===== src/design/i2c_host_pkg.sv =====
// Constants, register map and states for the two-wire expander host.
// Assumes a 10 MHz system clock and a single-byte transfer engine.
package i2c_host_pkg;

	// ----------------------------------------------------------------
	// Timing
	// ----------------------------------------------------------------
	localparam int unsigned CLK_PERIOD_NS = 100;
	localparam int unsigned BIT_NS        = 10_000;
	// Quarter of a bit time; longest time, rounds down
	localparam int unsigned QTR_CYC       = BIT_NS / 4 / CLK_PERIOD_NS;
	// Reset pulse on the device pin; least time, rounds up
	localparam int unsigned RST_NS        = 1_000;
	localparam int unsigned RST_CYC       = (RST_NS + CLK_PERIOD_NS - 1) / CLK_PERIOD_NS;
	localparam int unsigned QCNT_W        = 5;
	localparam int unsigned RCNT_W        = 4;

	// ----------------------------------------------------------------
	// Serial protocol
	// ----------------------------------------------------------------
	localparam logic [4:0] DEV_ADDR_HI   = 5'h1c;
	localparam logic [3:0] ACK_BIT       = 4'h8;
	localparam logic [1:0] PH_LOW        = 2'h0;
	localparam logic [1:0] PH_SET        = 2'h1;
	localparam logic [1:0] PH_RISE       = 2'h2;
	localparam logic [1:0] PH_SAMPLE     = 2'h3;
	localparam logic [1:0] STEP_ADDR     = 2'h0;
	localparam logic [1:0] STEP_CMD      = 2'h1;
	localparam logic [1:0] STEP_DATA     = 2'h2;
	localparam logic [1:0] STEP_RX       = 2'h3;

	// ----------------------------------------------------------------
	// Software registers (word index, byte address = 4 * index)
	// ----------------------------------------------------------------
	localparam logic [2:0] REG_CTRL      = 3'h0;
	localparam logic [2:0] REG_TXD       = 3'h1;
	localparam logic [2:0] REG_RXD       = 3'h2;
	localparam logic [2:0] REG_STAT      = 3'h3;
	localparam logic [2:0] REG_STRAP     = 3'h4;
	localparam int unsigned CTRL_RD_BIT  = 2;
	localparam int unsigned CTRL_GO_BIT  = 3;
	localparam int unsigned CTRL_RST_BIT = 4;

	typedef enum logic [2:0] {
		ST_IDLE  = 3'h0,
		ST_START = 3'h1,
		ST_SEND  = 3'h3,
		ST_RECV  = 3'h2,
		ST_STOP  = 3'h6,
		ST_RST   = 3'h7
	} state_t;

endpackage


===== src/design/i2c_expander_host.sv =====
// Host controller for an eight-bit two-wire I/O expander.
// Assumes open-drain bus wires resolved outside; Avalon-MM slave for software.
// How it works
// - Pulling the reset pin low does the same; the host may pulse it.
// - Master begins a transfer only while the bus is idle.
// - Start is data falling while clock is high.
// - Address byte goes most significant bit first, direction bit last.
// - Address straps stay constant from Start until Stop.
// - One bit per clock pulse; data stays stable while clock is high.
// - Stop is data rising while clock is high.
// - Each byte is eight bits plus acknowledge; any number per transfer (the host moves one data byte per transfer).
// - Transmitter releases data before the acknowledge bit.
// - Receivers acknowledge each byte, master skips the final read byte.
// - Master ends a read with not-acknowledge; device then releases data.
// - Address byte low bit: one reads, zero writes.
// - First write byte is a command; two low bits select the register.
`timescale 1ns/1ps

module i2c_expander_host (
	input  wire logic        clk_in,
	input  wire logic        sys_rst_in,
	input  wire logic [4:0]  avs_address_in,
	input  wire logic        avs_read_in,
	input  wire logic        avs_write_in,
	input  wire logic [31:0] avs_writedata_in,
	output logic      [31:0] avs_readdata_out,
	output logic             avs_waitrequest_out,
	input  wire logic        scl_in,
	output logic             scl_out,
	output logic             scl_oe_out,
	input  wire logic        sda_in,
	output logic             sda_out,
	output logic             sda_oe_out,
	output logic             dev_rst_n_out,
	input  wire logic        dev_int_n_in,
	output logic             addr_strap_lo_out,
	output logic             addr_strap_hi_out
);

	// ----------------------------------------------------------------
	// Declarations
	// ----------------------------------------------------------------
	i2c_host_pkg::state_t                      state;
	logic [2:0]                                s1;
	logic [2:0]                                s2;
	logic [2:0]                                s3;
	logic [2:0]                                filt;
	logic [i2c_host_pkg::QCNT_W-1:0]           qcnt;
	logic                                      qtick;
	logic [1:0]                                q;
	logic [3:0]                                bit_cnt;
	logic [1:0]                                step;
	logic [7:0]                                shreg;
	logic [7:0]                                rxd;
	logic [7:0]                                txd;
	logic [1:0]                                sel;
	logic                                      rd;
	logic [1:0]                                strap;
	logic                                      nack;
	logic                                      pend_go;
	logic                                      pend_rst;
	logic                                      rvalid;
	logic [i2c_host_pkg::RCNT_W-1:0]           rcnt;
	logic                                      scl_low;
	logic                                      sda_low;
	logic                                      scl_f;
	logic                                      sda_f;
	logic                                      bus_free;
	logic                                      busy;
	logic                                      go_take;
	logic                                      rst_take;
	logic [2:0]                                widx;
	logic [6:0]                                dev_addr;

	assign scl_f             = filt[0];
	assign sda_f             = filt[1];
	assign bus_free          = scl_f & sda_f;
	assign busy              = pend_go | (state != i2c_host_pkg::ST_IDLE);
	assign go_take           = (state == i2c_host_pkg::ST_IDLE) & pend_go & bus_free;
	assign rst_take          = (state == i2c_host_pkg::ST_IDLE) & pend_rst & ~pend_go;
	assign widx              = avs_address_in[4:2];
	assign dev_addr          = {i2c_host_pkg::DEV_ADDR_HI, strap};
	assign scl_out           = 1'b0;
	assign sda_out           = 1'b0;
	assign scl_oe_out        = scl_low;
	assign sda_oe_out        = sda_low;
	assign addr_strap_lo_out = strap[0];
	assign addr_strap_hi_out = strap[1];
	assign avs_waitrequest_out = avs_read_in & ~rvalid;

	// ----------------------------------------------------------------
	// Pin synchronisers
	// ----------------------------------------------------------------
	// A level counts only once stages two and three agree, so a one-cycle glitch is dropped
	always_ff @(posedge clk_in) begin
		if (sys_rst_in) begin
			s1   <= 3'h7;
			s2   <= 3'h7;
			s3   <= 3'h7;
			filt <= 3'h7;
		end else begin
			s1   <= {dev_int_n_in, sda_in, scl_in};
			s2   <= s1;
			s3   <= s2;
			filt <= (filt & (s2 ^ s3)) | (s3 & ~(s2 ^ s3));
		end
	end

	// ----------------------------------------------------------------
	// Software registers
	// ----------------------------------------------------------------
	always_ff @(posedge clk_in) begin
		if (sys_rst_in) begin
			sel      <= 2'h0;
			rd       <= 1'b0;
			txd      <= 8'h00;
			strap    <= 2'h0;
			pend_go  <= 1'b0;
			pend_rst <= 1'b0;
		end else begin
			if (go_take)
				pend_go <= 1'b0;
			if (rst_take)
				pend_rst <= 1'b0;
			// Settings only move while idle, so a transfer sees them frozen
			if (avs_write_in && !busy && !pend_rst) begin
				case (widx)
					i2c_host_pkg::REG_CTRL: begin
						sel      <= avs_writedata_in[1:0];
						rd       <= avs_writedata_in[i2c_host_pkg::CTRL_RD_BIT];
						pend_go  <= avs_writedata_in[i2c_host_pkg::CTRL_GO_BIT];
						pend_rst <= avs_writedata_in[i2c_host_pkg::CTRL_RST_BIT];
					end
					i2c_host_pkg::REG_TXD:   txd   <= avs_writedata_in[7:0];
					i2c_host_pkg::REG_STRAP: strap <= avs_writedata_in[1:0];
					default: ;
				endcase
			end
		end
	end

	always_ff @(posedge clk_in) begin
		if (sys_rst_in) begin
			rvalid           <= 1'b0;
			avs_readdata_out <= 32'h0;
		end else if (avs_read_in && !rvalid) begin
			rvalid <= 1'b1;
			case (widx)
				i2c_host_pkg::REG_CTRL:  avs_readdata_out <= {27'h0, 2'h0, rd, sel};
				i2c_host_pkg::REG_TXD:   avs_readdata_out <= {24'h0, txd};
				i2c_host_pkg::REG_RXD:   avs_readdata_out <= {24'h0, rxd};
				i2c_host_pkg::REG_STAT:  avs_readdata_out <= {29'h0, ~filt[2], nack, busy};
				i2c_host_pkg::REG_STRAP: avs_readdata_out <= {30'h0, strap};
				default:                 avs_readdata_out <= 32'h0;
			endcase
		end else begin
			rvalid <= 1'b0;
		end
	end

	// ----------------------------------------------------------------
	// Quarter-bit divider
	// ----------------------------------------------------------------
	always_ff @(posedge clk_in) begin
		if (sys_rst_in || state == i2c_host_pkg::ST_IDLE || state == i2c_host_pkg::ST_RST) begin
			qcnt  <= '0;
			qtick <= 1'b0;
		end else if (qcnt == i2c_host_pkg::QCNT_W'(i2c_host_pkg::QTR_CYC - 1)) begin
			qcnt  <= '0;
			qtick <= 1'b1;
		end else begin
			qcnt  <= qcnt + 1'b1;
			qtick <= 1'b0;
		end
	end

	// ----------------------------------------------------------------
	// Transfer engine
	// ----------------------------------------------------------------
	// Write: Start, address+W, command, data, Stop.
	// Read: Start, address+W, command, restart, address+R, one byte, not-ack, Stop.
	// Clock stretching is not honoured; the device never stretches.
	always_ff @(posedge clk_in) begin
		if (sys_rst_in) begin
			state         <= i2c_host_pkg::ST_RST;
			rcnt          <= i2c_host_pkg::RCNT_W'(i2c_host_pkg::RST_CYC);
			dev_rst_n_out <= 1'b0;
			scl_low       <= 1'b0;
			sda_low       <= 1'b0;
			q             <= i2c_host_pkg::PH_LOW;
			bit_cnt       <= 4'h0;
			step          <= i2c_host_pkg::STEP_ADDR;
			shreg         <= 8'h00;
			rxd           <= 8'h00;
			nack          <= 1'b0;
		end else begin
			if (qtick)
				q <= q + 1'b1;
			case (state)
				i2c_host_pkg::ST_RST: begin
					if (rcnt == '0) begin
						dev_rst_n_out <= 1'b1;
						state         <= i2c_host_pkg::ST_IDLE;
					end else begin
						rcnt <= rcnt - 1'b1;
					end
				end
				i2c_host_pkg::ST_IDLE: begin
					q <= i2c_host_pkg::PH_LOW;
					if (go_take) begin
						state <= i2c_host_pkg::ST_START;
						step  <= i2c_host_pkg::STEP_ADDR;
						nack  <= 1'b0;
					end else if (rst_take) begin
						state         <= i2c_host_pkg::ST_RST;
						rcnt          <= i2c_host_pkg::RCNT_W'(i2c_host_pkg::RST_CYC);
						dev_rst_n_out <= 1'b0;
					end
				end
				i2c_host_pkg::ST_START: if (qtick) begin
					case (q)
						i2c_host_pkg::PH_LOW:  scl_low <= (step != i2c_host_pkg::STEP_ADDR);
						i2c_host_pkg::PH_SET:  sda_low <= 1'b0;
						i2c_host_pkg::PH_RISE: scl_low <= 1'b0;
						default: begin
							sda_low <= 1'b1;
							state   <= i2c_host_pkg::ST_SEND;
							bit_cnt <= 4'h0;
							// Address first, direction last; restart only precedes a read
							shreg   <= {dev_addr, step != i2c_host_pkg::STEP_ADDR};
						end
					endcase
				end
				i2c_host_pkg::ST_SEND: if (qtick) begin
					case (q)
						i2c_host_pkg::PH_LOW:  scl_low <= 1'b1;
						// Released for the acknowledge bit so the device can pull low
						i2c_host_pkg::PH_SET:
							sda_low <= (bit_cnt == i2c_host_pkg::ACK_BIT) ? 1'b0 : ~shreg[7];
						i2c_host_pkg::PH_RISE: scl_low <= 1'b0;
						default: begin
							if (bit_cnt != i2c_host_pkg::ACK_BIT) begin
								shreg   <= {shreg[6:0], 1'b0};
								bit_cnt <= bit_cnt + 1'b1;
							end else begin
								bit_cnt <= 4'h0;
								if (sda_f) begin
									nack  <= 1'b1;
									state <= i2c_host_pkg::ST_STOP;
								end else begin
									case (step)
										i2c_host_pkg::STEP_ADDR: begin
											step  <= i2c_host_pkg::STEP_CMD;
											shreg <= {6'h00, sel};
										end
										i2c_host_pkg::STEP_CMD: begin
											step  <= i2c_host_pkg::STEP_DATA;
											shreg <= txd;
											if (rd)
												state <= i2c_host_pkg::ST_START;
										end
										default: begin
											if (rd) begin
												step  <= i2c_host_pkg::STEP_RX;
												state <= i2c_host_pkg::ST_RECV;
											end else begin
												state <= i2c_host_pkg::ST_STOP;
											end
										end
									endcase
								end
							end
						end
					endcase
				end
				i2c_host_pkg::ST_RECV: if (qtick) begin
					case (q)
						i2c_host_pkg::PH_LOW:  scl_low <= 1'b1;
						// Single-byte read: the acknowledge slot is a not-acknowledge
						i2c_host_pkg::PH_SET:  sda_low <= 1'b0;
						i2c_host_pkg::PH_RISE: scl_low <= 1'b0;
						default: begin
							if (bit_cnt != i2c_host_pkg::ACK_BIT) begin
								shreg   <= {shreg[6:0], sda_f};
								bit_cnt <= bit_cnt + 1'b1;
							end else begin
								bit_cnt <= 4'h0;
								rxd     <= shreg;
								state   <= i2c_host_pkg::ST_STOP;
							end
						end
					endcase
				end
				i2c_host_pkg::ST_STOP: if (qtick) begin
					case (q)
						i2c_host_pkg::PH_LOW:  scl_low <= 1'b1;
						i2c_host_pkg::PH_SET:  sda_low <= 1'b1;
						i2c_host_pkg::PH_RISE: scl_low <= 1'b0;
						default: begin
							sda_low <= 1'b0;
							state   <= i2c_host_pkg::ST_IDLE;
						end
					endcase
				end
				default: state <= i2c_host_pkg::ST_IDLE;
			endcase
		end
	end

	// ----------------------------------------------------------------
	// Assertions
	// ----------------------------------------------------------------
	property p_start_shape;
		@(posedge clk_in) disable iff (sys_rst_in)
		($rose(sda_low) && !scl_low) |-> $past(state) == i2c_host_pkg::ST_START;
	endproperty
	a_start_shape: assert property (p_start_shape)
		else $error("data fell with clock high outside a start");

	property p_stop_shape;
		@(posedge clk_in) disable iff (sys_rst_in)
		($fell(sda_low) && !scl_low) |-> $past(state) == i2c_host_pkg::ST_STOP;
	endproperty
	a_stop_shape: assert property (p_stop_shape)
		else $error("data rose with clock high outside a stop");

	property p_data_stable;
		@(posedge clk_in) disable iff (sys_rst_in)
		($past(state) == i2c_host_pkg::ST_SEND && state == i2c_host_pkg::ST_SEND
			&& !scl_low && !$past(scl_low)) |-> $stable(sda_low);
	endproperty
	a_data_stable: assert property (p_data_stable)
		else $error("data moved while clock high during a byte");

	property p_msb_first;
		@(posedge clk_in) disable iff (sys_rst_in)
		(state == i2c_host_pkg::ST_SEND && q == i2c_host_pkg::PH_RISE
			&& bit_cnt != i2c_host_pkg::ACK_BIT) |-> sda_low == !shreg[7];
	endproperty
	a_msb_first: assert property (p_msb_first)
		else $error("sent bit is not the top of the shift register");

	property p_ack_release;
		@(posedge clk_in) disable iff (sys_rst_in)
		(state == i2c_host_pkg::ST_SEND && bit_cnt == i2c_host_pkg::ACK_BIT
			&& (q == i2c_host_pkg::PH_RISE || q == i2c_host_pkg::PH_SAMPLE)) |-> !sda_low;
	endproperty
	a_ack_release: assert property (p_ack_release)
		else $error("data held during the acknowledge bit");

	property p_read_nack;
		@(posedge clk_in) disable iff (sys_rst_in)
		(state == i2c_host_pkg::ST_RECV && $past(state) == i2c_host_pkg::ST_RECV)
			|-> !sda_low;
	endproperty
	a_read_nack: assert property (p_read_nack)
		else $error("host drove data while receiving");

	property p_idle_begin;
		@(posedge clk_in) disable iff (sys_rst_in)
		($past(state) == i2c_host_pkg::ST_IDLE && state == i2c_host_pkg::ST_START)
			|-> $past(bus_free);
	endproperty
	a_idle_begin: assert property (p_idle_begin)
		else $error("transfer began on a busy bus");

	property p_rst_pulse;
		@(posedge clk_in) disable iff (sys_rst_in)
		($past(state) == i2c_host_pkg::ST_IDLE && state == i2c_host_pkg::ST_RST)
			|-> !dev_rst_n_out [*8];
	endproperty
	a_rst_pulse: assert property (p_rst_pulse)
		else $error("device reset pulse too short");

	property p_strap_hold;
		@(posedge clk_in) disable iff (sys_rst_in)
		(state != i2c_host_pkg::ST_IDLE && $past(state) != i2c_host_pkg::ST_IDLE)
			|-> $stable(strap);
	endproperty
	a_strap_hold: assert property (p_strap_hold)
		else $error("address strap changed during a transfer");

endmodule // i2c_expander_host


===== config.mk =====
export PLATFORM = sky130hd
export DESIGN_NAME = i2c_expander_host
export DESIGN_NICKNAME = d
export VERILOG_FILES = /design/src/design/i2c_host_pkg.sv /design/src/design/i2c_expander_host.sv
export SDC_FILE = /design/constraint.sdc
export NUM_CORES = 1
export LEC_CHECK = 0
export BUFFER_PORTS_ARGS = -buffer_cell sky130_fd_sc_hd__buf_4
export CAP_MARGIN = 20
export CORE_UTILIZATION = 40
export DETAILED_ROUTE_END_ITERATION = 10
export GPL_TIMING_DRIVEN = 0
export PLACE_DENSITY = 0.7
export SYNTH_ARGS = -nofsm -noshare
export SYNTH_HDL_FRONTEND = slang
export SYNTH_SLANG_ARGS = --single-unit
export TNS_END_PERCENT = 50

===== constraint.sdc =====
create_clock -name clk_in -period 3.58 [get_ports clk_in]
set_input_delay 1.074 -clock clk_in [delete_from_list [all_inputs] [get_ports clk_in]]
set_output_delay 1.074 -clock clk_in [all_outputs]
set_load 0.01 [all_outputs]

Yosys cells after proc, flatten, opt, wreduce, memory -nomap -nowiden
Cells that the tools add are included.
Widths: inputs -> output; s select.
{"block": "classes", "n_addsub": 4, "n_eq_ne": 48, "mux": 81, "bitwise_logic": 18, "n_reduce_logical": 40}
{"operator": "$mux 8", "n": 9}
{"operator": "$mux 3", "n": 16}
{"operator": "$ne 2x2->1 const B", "n": 22}
{"operator": "$pmux 8 s5", "n": 1}
{"operator": "$mux 4", "n": 8}
{"operator": "$mux 1", "n": 25}
{"operator": "$pmux 8 s3", "n": 1}
{"operator": "$pmux 3 s6", "n": 1}
{"operator": "$ne 4x4->1 const B", "n": 4}
{"operator": "$pmux 4 s2", "n": 2}
{"operator": "$pmux 8 s2", "n": 1}
{"operator": "$pmux 1 s2", "n": 7}
{"operator": "$reduce_and 14->1", "n": 1}
{"operator": "$eq 3x2->1 const B", "n": 4}
{"operator": "$mux 2", "n": 6}
{"operator": "$ne 3x3->1 const B", "n": 4}
{"operator": "$reduce_and 4->1", "n": 3}
{"operator": "$reduce_and 10->1", "n": 1}
{"operator": "$reduce_and 5->1", "n": 2}
{"operator": "$reduce_bool 2->1", "n": 5}
{"operator": "$eq 3x3->1 const B", "n": 3}
{"operator": "$reduce_and 9->1", "n": 1}
{"operator": "$pmux 2 s2", "n": 2}
{"operator": "$reduce_or 2->1", "n": 4}
{"operator": "32 further kinds", "n": 58}
{"block": "word_totals", "reg_bits": 101, "in_bits": 44, "out_inout_bits": 40, "wordCells": 216}

Logic depth before layout (Yosys ltp)
Gate-level depths: netlist of run 1.
{"block": "depth", "depth_word": 7, "depth_mapped": 7, "depth_no_buf": 6}

Least setup slack after synthesis of run 1
No wires, ideal clock.
{"block": "synth_path", "kind": "input-to-output", "startpoint": "input avs_read_in", "endpoint": "output avs_waitrequest_out", "arrival_time_ns": 1.529, "t_required_ns": 2.506, "path_slack_ns": 0.977, "cell_stages": 3, "n_path_buf": 1, "path_cell_list": "nand2b_1 -> clkbuf_1 -> inv_1"}
{"block": "synth_between", "elab_chain_cells": 1}
{"element": "from (decl)", "line_no": "i2c_expander_host.sv:23", "source": "input wire logic avs_read_in,"}
{"element": "$and 1x1->1", "line_no": "i2c_expander_host.sv:89", "source": "assign avs_waitrequest_out = avs_read_in & ~rvalid;"}
{"element": "to (decl)", "line_no": "i2c_expander_host.sv:27", "source": "output logic avs_waitrequest_out,"}
No other way between the ends.

Worst setup path after layout of run 1
Same ends and word-level chain as after synthesis.

==> metrics.md, run 1 <==
| Metric | Value |
|---|---|
| Sequential cell area | around 1500 um^2 |
| Crit Reg-Reg Startpoint | rcnt[0] |
| Post-synth EDFFs | 0 |
| I/O Buffers | 30 |
| Clock-pin slew of the registers on the worst-case setup and hold paths | approximately 0.08 ns |
| Average detailed-routed wire length per instance | 14.2 um |
| Via count of the first global-routing pass | a little under 3k |
| Required time of the worst setup path | ~2.5 ns |
| Num CTS Buffers | 9 |
| Final setup viols | 0 |
| Critical hold path startpoint | s1[0] |
| Vertical extent of the die | approximately 100 um |
| Number of hold violations in the final report | 0 |
| Xor/xnor cell area share of the yosys netlist | under 10% |
| Worst EP arrival | between 1.5 and 2 ns |
| Number of nets at the end of the flow | 543 |
| Adder-cell share of the synthesized area | approximately 3.3% |
| Total Negative Setup Slacks | 0 ns |
| Initial antenna violation count | 0 |
| Gates resized, CTS repair | 0 |
| Total track usage | between 10% and 20% |
| Main synth FF type | sky130_fd_sc_hd__dfxtp_1 |
| Fill count | around 890 |
| Total via count after detailed routing | roughly 3.2k |
| Number of inserted diodes | 0 |
| Total gr overflow | 0 |
| Relative slew slack | between 50% and 60% |
| YS warnings | 0 |
| Clock Tree Root | sky130_fd_sc_hd__clkbuf_8 |
| Worst-margin pin slew | 0.615 ns |
| Number of buffers and inverters on the critical path | 4 |
| Combinational family with the most area after synthesis | simple AND/OR/NAND/NOR gates |
| Cells traversed along the worst timing path | buf_4, nand2b_1, clkbuf_1, inv_1, buf_4 |
| Synth unique cells | between 60 and 70 |
| Clk_lat worst skew | between 0.3 and 0.4 ns |
| Area fraction in compound gates after synthesis | roughly 18% |
| Std cell rows | 35 |
| Ratio of cells with drive above 1 in the final layout | 22.5% |
| Area of the multi-input gates | around 2000 um^2 |
| Final critical-path required period | about 3 ns |
| Largest fanout on the critical path | 10 |
| PnR worst setup slack | around 0.53 ns |
| Boundary Pins | 84 |
| Startpoint of the worst setup timing path | avs_read_in |
| Startpoint class of the critical path | primary input |
| Depth of the CTS H-tree | 3 |
| Top post-synthesis cells by area | sky130_fd_sc_hd__dfxtp_1 40%, sky130_fd_sc_hd__mux2i_1 6.3%, sky130_fd_sc_hd__buf_4 5.5% |
| Effective utilization at floorplan | ~41% |
| Final count of pins violating max slew | 0 |
| Kind of cell with the highest combined delay on the critical path | buffers and inverters |
| Area of the mapped netlist | 3840 um^2 |
| Total chip power | between 2 and 2.5 mW |
| Leak | 1.86 nW |
| Share of the yosys chip area belonging to registers | roughly two fifths |
| Synth Area in Simple Gates | 20.6% |
| RSZ-0062 raised after global routing | false |
| DRC violation total after the first TritonRoute iteration | 198 |
| Final cycle utilization of the critical path | 85.3% |
| Asr flop ratio synth | 0% |
| Maximum number of pins on one net before global-route repair | 16 |
| Post-CTS Hold Buffers | 0 |
| Critical path type | in -> out |
| Routability-driven placement congestion ratio | 0.940 |
| Sum of routed wire length over all layers | about 8900 um |
| Cell with the largest stage delay on the worst path | sky130_fd_sc_hd__clkbuf_1 |
| Fraction of synthesized area in multiplexers | under 10% |
| Syn Inst Count | 423 |
| Setup fix buffers added after clock tree synthesis | 0 |
| Longest Clk Path Bufs | 2 |
| Total of flip-flops plus latches after synthesis | 77 |
| DRT antenna net count | 0 |
| Wire length of the first global-routing pass | 14300 um |
| Max-cap violation count | 0 |
| Residual DRC count | 0 |
| Final clock skew | around 0.013 ns |
| Post-synthesis to final-layout area growth | 17.8% |
| Number of clock sinks seen by CTS | between 70 and 80 |
| Post-Place Worst Slack | about 0.54 ns |
| Die Wd | about 100 um |
| Result of the run | complete, no violations |
| Slowest cell delay on critical path | 0.39 ns |
| Average cell area after synthesis | roughly 9 um^2 |
| Cell Pwr Density | roughly 470 nW/um^2 |
| Portion of synthesized cell area occupied by the leading cell type | between 40% and 50% |
| HP Class | reg -> reg |
| TritonCTS clock tree | yes |
| Number of optimization iterations in the first detailed-route pass | 6 |
| DP HPWL | about 6400 um |
| Most area-hungry cell type in the Yosys netlist | sky130_fd_sc_hd__dfxtp_1 |
| Vias per cell | between 5 and 6 |
| Cell occurring most often along the worst timing path | sky130_fd_sc_hd__buf_4 |
| Core Area | 9280 um^2 |
| Worst vdd rail ir drop | between 0.2 and 0.25 mV |
| FMAX | 0.328 GHz |
| Worst Setup End Kind | output pin |
| Floorplan die area | 10000 um^2 |
-- stage by stage --
stage               util [%]  instance area [um^2]  hold WS (ns)  cells
global placement        46.5                  4320         0.394    607
CTS                     48.7                  4530         0.412    623
global route            48.7                  4530         0.420    623
finish                  48.7                  4530         0.412    623
detailed placement      46.5                  4320         0.393    607
floorplan                  -                  3940         0.389    448
-- power breakdown --
group / switching [mW] / internal, mW / leakage (nW) / total, mW
registers: 0.0372 / 0.900 / 0.624 / 0.937
logic: 0.297 / 0.185 / 1.13 / 0.482
clock network: 0.359 / 0.333 / 0.103 / 0.693
total: 0.694 / 1.42 / 1.86 / 2.11
-- cell usage in the layout, fill, tap and decap left out, types with 4 or more instances in the layout --
master	n
sky130_fd_sc_hd__clkbuf_8	9
sky130_fd_sc_hd__conb_1	26
sky130_fd_sc_hd__nor3_1	12
sky130_fd_sc_hd__a21oi_1	24
sky130_fd_sc_hd__buf_4	58
sky130_fd_sc_hd__dfxtp_1	77
sky130_fd_sc_hd__or2_2	9
sky130_fd_sc_hd__a211oi_1	4
sky130_fd_sc_hd__nand2_1	10
sky130_fd_sc_hd__o21ai_0	20
sky130_fd_sc_hd__nand3b_1	5
sky130_fd_sc_hd__ha_1	10
sky130_fd_sc_hd__nor2b_1	5
sky130_fd_sc_hd__nand2b_1	5
sky130_fd_sc_hd__buf_2	7
sky130_fd_sc_hd__nor2_1	56
sky130_fd_sc_hd__mux2i_1	24
sky130_fd_sc_hd__clkbuf_1	11
sky130_fd_sc_hd__a22oi_1	12
sky130_fd_sc_hd__xor2_1	4
sky130_fd_sc_hd__nand3_1	9
sky130_fd_sc_hd__inv_1	18
sky130_fd_sc_hd__a22o_1	6
-- registers in the layout, indices dropped and copies added, names as in the netlist, 2 cells and up, named ones only --
name	flops
avs_readdata_out	8
rxd	8
shreg	8
txd	8
qcnt	5
bit_cnt	4
rcnt	4
s1	3
s2	3
s3	3
state	3
q	2
sel	2
step	2
strap	2
-- synthesized netlist by cell type (all sizes together), types with 3 or more instances --
master  count
a21oi      24
xor2        4
buf        36
a31oi       3
inv        18
nand4       3
nand3b      5
ha         10
nand2b      5
nand2      10
dfxtp      77
nor2       56
mux2i      24
a22oi      12
a22o        6
o21ai      20
clkbuf     11
or3         3
or2         9
a211oi      5
o41ai       3
and3b       3
or4b        3
and3        3
nor2b       5
nor3       14
nand3       9
-- cell type report --
cell class / instances / share of cell area (%)
inverters: 18 / 1.49
clock inverters: 7 / 1.77
multi-input cells: 306 / 44.8
repair buffers: 30 / 4.98
well taps: 129 / 3.57
clock buffers: 9 / 2.74
flip-flops and latches: 77 / 34.1
plain buffers: 47 / 6.58
-- final timing paths --
path	cells past startpoint	slack [ns]	to
max	5	0.53	avs_waitrequest_out
min	1	0.41	s2[0]
max reg2reg	6	1.55	state[2]
min reg2reg	1	0.41	s2[0]
-- cells by family after synthesis --
family                     count (synthesis)
buffers and inverters                     65
and+or+nand+nor                          141
other                                      1
AOI/OAI and AO/OA                         96
DFF                                       77
adders and majority gates                 10
xor gates and xnor gates                   6
muxes                                     27
-- per-layer routing --
layer	vias up	part of all wire (%)	GRT usage, %
met4	0	2.1	6.69
li1	1592	-	-
met1	1486	45	22.3
met5	-	0	0
met2	126	47	30.3
met3	26	6.0	4.87
Note: power is estimated with default switching activity, not from simulation.
==> run 2: changes to the inputs <==
ABC_AREA = 1   (was unset)
CORE_UTILIZATION = 59   (was 40)
HOLD_SLACK_MARGIN = 0.08   (was unset)
PLACE_DENSITY = 0.93   (was 0.7)
==> metrics.md, run 2 <==
| Metric | Value |
|---|---|
| Die Wd | 84.0 um (-16%) |
| Wire length of the first global-routing pass | 15000 um (+5.3%) |
| Routability-driven placement congestion ratio | 0.885 (-5.9%) |
| Effective utilization at floorplan | 61.8% (+20 points) |
| Post-synthesis to final-layout area growth | 15.7% |
| Post-CTS Hold Buffers | 0 (unchanged) |
| Cell occurring most often along the worst timing path | sky130_fd_sc_hd__buf_4 |
| Clock Tree Root | sky130_fd_sc_hd__clkbuf_8 |
| Cell with the most instances after synthesis | sky130_fd_sc_hd__nand2_1 |
| Placed cells | 677 (+12%) |
| Startpoint of the worst setup timing path | avs_read_in |
| Initial antenna violation count | 0 (unchanged) |
| Max-cap violation count | 0 (unchanged) |
| Slowest cell delay on critical path | 0.30 ns (-0.09 ns) |
| Residual DRC count | 9 (+9) |
| Ratio of cells with drive above 1 in the final layout | 21.0% (-1.5 points) |
| Largest fanout on the critical path | 10 (unchanged) |
| Worst vdd rail ir drop | 0.399 mV (+68%) |
| Longest Clk Path Bufs | 2 (unchanged) |
| HP Class | reg -> reg |
| Main synth FF type | sky130_fd_sc_hd__dfxtp_1 |
| Instance count on the critical path | 4 (-1) |
| Capture point of the worst reg-to-reg path | rxd[7] |
| Syn Inst Count | 544 (+29%) |
| Cell Pwr Density | 495 nW/um^2 (+6.0%) |
| Clock-pin slew of the registers on the worst-case setup and hold paths | 0.07 ns (about the same) |
| Area of the mapped netlist | 3970 um^2 (+3.3%) |
| Crit Reg-Reg Startpoint | bit_cnt[0] |
| Final clock skew | 0.00680 ns (-0.00573 ns) |
| Total via count after detailed routing | 3618 (+12%) |
| Boundary Pins | 84 (unchanged) |
| Most area-hungry cell type in the Yosys netlist | sky130_fd_sc_hd__dfxtp_1 |
| Setup fix buffers added after clock tree synthesis | 0 (unchanged) |
| Kind of cell with the highest combined delay on the critical path | buffers and inverters |
| Final setup viols | 0 (unchanged) |
| Average cell area after synthesis | 7.29 um^2 (-20%) |
| DP HPWL | 6600 um (+2.4%) |
| Startpoint class of the critical path | primary input |
| Depth of the CTS H-tree | 3 (unchanged) |
| Cells traversed along the worst timing path | buf_4, inv_1, nor2_2, buf_4 |
| Depth of the worst register-to-register path | 9 (+3) |
| Cell Area, Placed | 4390 um^2 (+1.6%) |
| Final count of pins violating max slew | 0 (unchanged) |
| Final std cells w/o fill | 692 (+11%) |
| Required time of the worst setup path | 2.51 ns (about the same) |
| Num CTS Buffers | 9 (unchanged) |
| Number of optimization iterations in the first detailed-route pass | 9 (+3) |
| Share of the yosys chip area belonging to registers | 38.9% (-1.3 points) |
| Commonest non-fill, non-tap cells in the layout | 133 x sky130_fd_sc_hd__nand2_1, 77 x sky130_fd_sc_hd__dfxtp_1, 61 x sky130_fd_sc_hd__nor2_1, 57 x sky130_fd_sc_hd__buf_4, 54 x sky130_fd_sc_hd__inv_1 |
| Floorplan die area | 7060 um^2 (-29%) |
| Number of inserted diodes | 0 (unchanged) |
| YS warnings | 0 (unchanged) |
| Portion of synthesized cell area occupied by the leading cell type | 38.9% (-1.3 points) |
| Area of all placed cells without fillers | 4590 um^2 (+1.4%) |
| RSZ-0062 raised after global routing | false |
| Final cycle utilization of the critical path | 77.2% (-8.1 points) |
| Worst Setup End Kind | output pin |
| Vias per cell | 5.23 (+0.84%) |
| Std cell rows | 29 (-17%) |
| Gates resized, CTS repair | 0 (unchanged) |
| Top post-synthesis cells by area | sky130_fd_sc_hd__dfxtp_1 39%, sky130_fd_sc_hd__nand2_1 13%, sky130_fd_sc_hd__nor2_1 5.8% |
| Failing checks | design-rule violations |
| Worst EP arrival | 1.69 ns (-0.29 ns) |
| FMAX | 0.362 GHz (+10%) |
| Total gr overflow | 0 (unchanged) |
| Worst-margin pin slew | 0.507 ns (-0.108 ns) |
| Maximum number of pins on one net before global-route repair | 13 (-3) |
| Fill count | 497 (-44%) |
| Critical path type | in -> out |
| Post-synth EDFFs | 0 (unchanged) |
| Total of flip-flops plus latches after synthesis | 77 (unchanged) |
| Leak | 2.15 nW (+16%) |
| Cell with the largest stage delay on the worst path | sky130_fd_sc_hd__nor2_2 |
| Vertical extent of the die | 84.0 um (-16%) |
| DRC violation total after the first TritonRoute iteration | 304 (+54%) |
| Most frequent cells after synthesis | 133 x sky130_fd_sc_hd__nand2_1, 77 x sky130_fd_sc_hd__dfxtp_1, 61 x sky130_fd_sc_hd__nor2_1 |
| Number of buffers and inverters on the critical path | 3 (-1) |
| Total chip power | 2.27 mW (+7.5%) |
| DRT antenna net count | 0 (unchanged) |
| Relative slew slack | 66.2% (+7.2 points) |
| Asr flop ratio synth | 0% (unchanged) |
| Synth unique cells | 41 (-40%) |
| Number of hold violations in the final report | 0 (unchanged) |
| Final critical-path required period | 2.76 ns (-0.289 ns) |
| Number of clock sinks seen by CTS | 77 (unchanged) |
| I/O Buffers | 31 (+3.3%) |
| Total Negative Setup Slacks | 0 ns (unchanged) |
| Core Area | 6420 um^2 (-31%) |
| Commonest non-fill, non-tap cell in the layout | sky130_fd_sc_hd__nand2_1 |
| Critical Path End | avs_waitrequest_out |
| Total track usage | 26.7% (+8.6 points) |
| TritonCTS clock tree | yes |
| Result of the run | finished, violations left |
| Reg-to-reg setup timing slack | 1.89 ns (+0.34 ns) |
| Average detailed-routed wire length per instance | 13.1 um (-7.9%) |
| Sum of routed wire length over all layers | 9080 um (+2.3%) |
| Clk_lat worst skew | 0.36 ns (about the same) |
| Via count of the first global-routing pass | 3344 (+15%) |
| Number of nets at the end of the flow | 665 (+22%) |
-- run 2: cell count changes after synthesis, sizes merged, moves of 5 or more --
| cell | before | now |
|---|---|---|
| nand2 | 10 | 141 |
| inv | 18 | 63 |
| mux2i | 24 | 0 |
| nand3 | 9 | 29 |
| a21oi | 24 | 41 |
| nor2 | 56 | 72 |
| o21ai | 20 | 33 |
| a22oi | 12 | 2 |
| clkbuf | 11 | 4 |
| a22o | 6 | 0 |
| buf | 36 | 31 |
| nand2b | 5 | 0 |
| nand3b | 5 | 0 |
| nor2b | 5 | 0 |
-- run 2: worst min path at each step --
stage,start,end,cells after the start
6_report,s1[0],s2[0],1
5_1_grt,s1[0],s2[0],1
4_1_cts,s1[2],s2[2],1
3_5_place_dp,s1[2],s2[2],1
3_3_place_gp,s1[0],s2[0],1
2_1_floorplan,s1[0],s2[0],1
-- run 2: area by class of cell --
| cell class | count | area, um^2 | share of cell area, % |
|---|---|---|---|
| buffer | 36 | 279 | 6.08 |
| clock buffer | 12 | 155 | 3.38 |
| clock inverter | 3 | 43.8 | 0.954 |
| inverter | 65 | 246 | 5.37 |
| multi-input combinational | 391 | 1990 | 43.5 |
| sequential | 77 | 1540 | 33.6 |
| tap | 77 | 96.3 | 2.10 |
| timing repair buffer | 31 | 233 | 5.07 |
-- run 2: where the power goes --
group          switching (mW)  internal (mW)  leakage, nW
sequential             0.0379          0.907        0.624
clock                   0.313          0.358        0.103
combinational           0.439          0.215         1.43
total                   0.790           1.48         2.15
-- run 2: kinds of logic after synthesis --
| group | after synthesis | share of synthesized area, % |
|---|---|---|
| compound gates | 84 | 11.6 |
| xor+xnor | 3 | 0.662 |
| fa+ha+maj | 10 | 3.15 |
| buf+inv | 101 | 13.2 |
| flops | 77 | 38.9 |
| other cells | 1 | 0.0945 |
| simple gates | 268 | 32.4 |
-- run 2: metal layers --
layer  GRT usage [%]  routed length, um
met1            33.2               3940
met2            44.9               4360
met3            5.04                568
met4            12.1                211
met5               0                  0
-- run 2: through the flow --
stage | hold WS (ns) | setup slack, ns | utilization (%)
final | 0.434 | 0.817 | 71.5
after floorplan | 0.389 | 1.13 | -
after detailed placement | 0.404 | 0.828 | 68.4
after global routing | 0.451 | 0.757 | 71.5
after CTS | 0.432 | 0.825 | 71.5
after global placement | 0.394 | 0.837 | 68.4
==> run 3: changes to the inputs <==
CORE_UTILIZATION = 49   (was 59)
PLACE_DENSITY = 0.84   (was 0.93)
clock period = 2.5 ns   (was 3.58 ns; I/O delays follow)
==> metrics.md, run 3 (synthesis results as in run 2) <==
| Metric | Value |
|---|---|
| DRC violation total after the first TritonRoute iteration | 250 (-18%) |
| Final cycle utilization of the critical path | 83.8% |
| Worst-case hold slack | 0.412 ns (-0.0219 ns) |
| Number of inserted diodes | 0 (unchanged) |
| DRT antenna net count | 0 (unchanged) |
| Critical hold path startpoint | s1[0] |
| Final std cells w/o fill | 717 (+3.6%) |
| Num CTS Buffers | 9 (unchanged) |
| Reg-to-reg setup timing slack | 0.85 ns (-1.04 ns) |
| Die Wd | 92.0 um (+9.5%) |
| Residual DRC count | 0 (-9) |
| Wire length of the first global-routing pass | 14900 um (-1.0%) |
| Cell Pwr Density | 720 nW/um^2 (+46%) |
| Clock Tree Root | sky130_fd_sc_hd__clkbuf_8 |
| Capture point of the worst reg-to-reg path | shreg[2] |
| Worst Setup End Kind | output pin |
| Final critical-path required period | ~2.1 ns |
| Result of the run | complete, no violations |
| Boundary Pins | 84 (unchanged) |
| Clock-pin slew of the registers on the worst-case setup and hold paths | 0.08 ns (about the same) |
| Commonest non-fill, non-tap cell in the layout | sky130_fd_sc_hd__nand2_1 |
| Commonest non-fill, non-tap cells in the layout | 133 x sky130_fd_sc_hd__nand2_1, 77 x sky130_fd_sc_hd__dfxtp_1, 61 x sky130_fd_sc_hd__nor2_1, 57 x sky130_fd_sc_hd__buf_4, 54 x sky130_fd_sc_hd__inv_1 |
| Area of the multi-input gates | 1990 um^2 (unchanged) |
| Worst EP arrival | 1.34 ns (-0.35 ns) |
| Routability-driven placement congestion ratio | 0.865 (-2.2%) |
| Number of clock sinks seen by CTS | 77 (unchanged) |
| Number of hold violations in the final report | 0 (unchanged) |
| Placed cells | 702 (+3.7%) |
| Maximum number of pins on one net before global-route repair | 14 (+1) |
| Worst vdd rail ir drop | 0.607 mV (+52%) |
| Sum of routed wire length over all layers | 8880 um (-2.2%) |
| Core Area | 7770 um^2 (+21%) |
| Sequential cell area | 1540 um^2 (unchanged) |
| Longest Clk Path Bufs | 2 (unchanged) |
| Final clock skew | 0.0101 ns (+0.00331 ns) |
| HP Class | reg -> reg |
| Total Negative Setup Slacks | 0 ns (unchanged) |
| Ratio of cells with drive above 1 in the final layout | 21.1% (+0.16 points) |
| Std cell rows | 32 (+10%) |
| Crit Reg-Reg Startpoint | q[0] |
| Setup fix buffers added after clock tree synthesis | 0 (unchanged) |
| Via count of the first global-routing pass | 3407 (+1.9%) |
| Gates resized, CTS repair | 0 (unchanged) |
| Final core utilization | 59.8% (-12 points) |
| Leak | 2.16 nW (about the same) |
| Cell depth of the worst min-delay path | 1 (unchanged) |
| I/O Buffers | 31 (unchanged) |
| Vias per cell | 5.08 (-2.8%) |
| Number of nets at the end of the flow | 665 (unchanged) |
| Initial antenna violation count | 0 (unchanged) |
| Total track usage | 22.3% (-4.4 points) |
| Floorplan die area | 8460 um^2 (+20%) |
| Vertical extent of the die | 92.0 um (+9.5%) |
| Largest fanout on the critical path | 10 (unchanged) |
| WHS Endpoint | s2[0] |
| RSZ-0062 raised after global routing | false |
| Post-synthesis to final-layout area growth | 17.0% |
| Critical path type | in -> out |
| Max-cap violation count | 0 (unchanged) |
| Clk_lat worst skew | 0.36 ns (about the same) |
| TritonCTS clock tree | yes |
| FMAX | 0.477 GHz |
| Number of optimization iterations in the first detailed-route pass | 5 (-4) |
| Effective utilization at floorplan | 51.1% (-11 points) |
| Depth of the worst register-to-register path | 9 (unchanged) |
| Post-CTS Hold Buffers | 0 (unchanged) |
| Required time of the worst setup path | 1.75 ns (-0.76 ns) |
| Startpoint class of the critical path | primary input |
| Total gr overflow | 0 (unchanged) |
| Depth of the CTS H-tree | 3 (unchanged) |
| Total via count after detailed routing | 3645 (+0.75%) |
| Fill count | 703 (+41%) |
| Final setup viols | 0 (unchanged) |
| Average detailed-routed wire length per instance | 12.4 um (-5.6%) |
| Final count of pins violating max slew | 0 (unchanged) |
| DP HPWL | 6560 um (-0.62%) |
==> run 3: cell count changes in the layout (fill, tap and decap cells not counted), sizes merged <==
cell | before | now
clkinvlp | 0 | 2
clkbuf | 16 | 14
bufinv | 1 | 2
clkinv | 3 | 2
==> run 3: layout make-up <==
cell class	instances	area share (%)
inverter	65	5.31
clock inverter	5	1.81
multi-input combinational	391	43.0
sequential	77	33.2
timing repair buffer	31	5.01
buffer	36	6.01
clock buffer	10	2.96
tap	102	2.75
==> run 3: stage by stage <==
step,total power [mW],setup slack (ns),instance area [um^2]
floorplan,2.09,0.697,4060
global placement,2.25,0.409,4420
detailed placement,2.29,0.410,4420
CTS,3.34,0.414,4640
global route,3.51,0.346,4640
finish,3.34,0.406,4640
==> run 3: power breakdown <==
part	internal (mW)	switching, mW
Clock	0.587	0.469
Combinational	0.306	0.634
Sequential	1.30	0.0487
==> run 3: how the worst max path moves through the flow <==
stage	cells past startpoint	endpoint	startpoint
2_1_floorplan	2	avs_waitrequest_out	avs_read_in
3_3_place_gp	4	avs_waitrequest_out	avs_read_in
3_5_place_dp	4	avs_waitrequest_out	avs_read_in
4_1_cts	4	avs_waitrequest_out	avs_read_in
5_1_grt	4	avs_waitrequest_out	avs_read_in
6_report	4	avs_waitrequest_out	avs_read_in
==> run 3: worst max-delay path, cell delays in order <==
cell,delay [ns]
sky130_fd_sc_hd__buf_4,0.08
sky130_fd_sc_hd__inv_1,0.03
sky130_fd_sc_hd__nor2_2,0.29
sky130_fd_sc_hd__buf_4,0.19
==> run 3: routing by layer <==
metal	vias to the layer above	global-route usage, %	part of all wire (%)
met5	-	0	0
met4	0	12.0	2.7
met3	21	4.64	6.2
met2	143	37.5	47
met1	1665	26.7	44
li1	1816	-	-
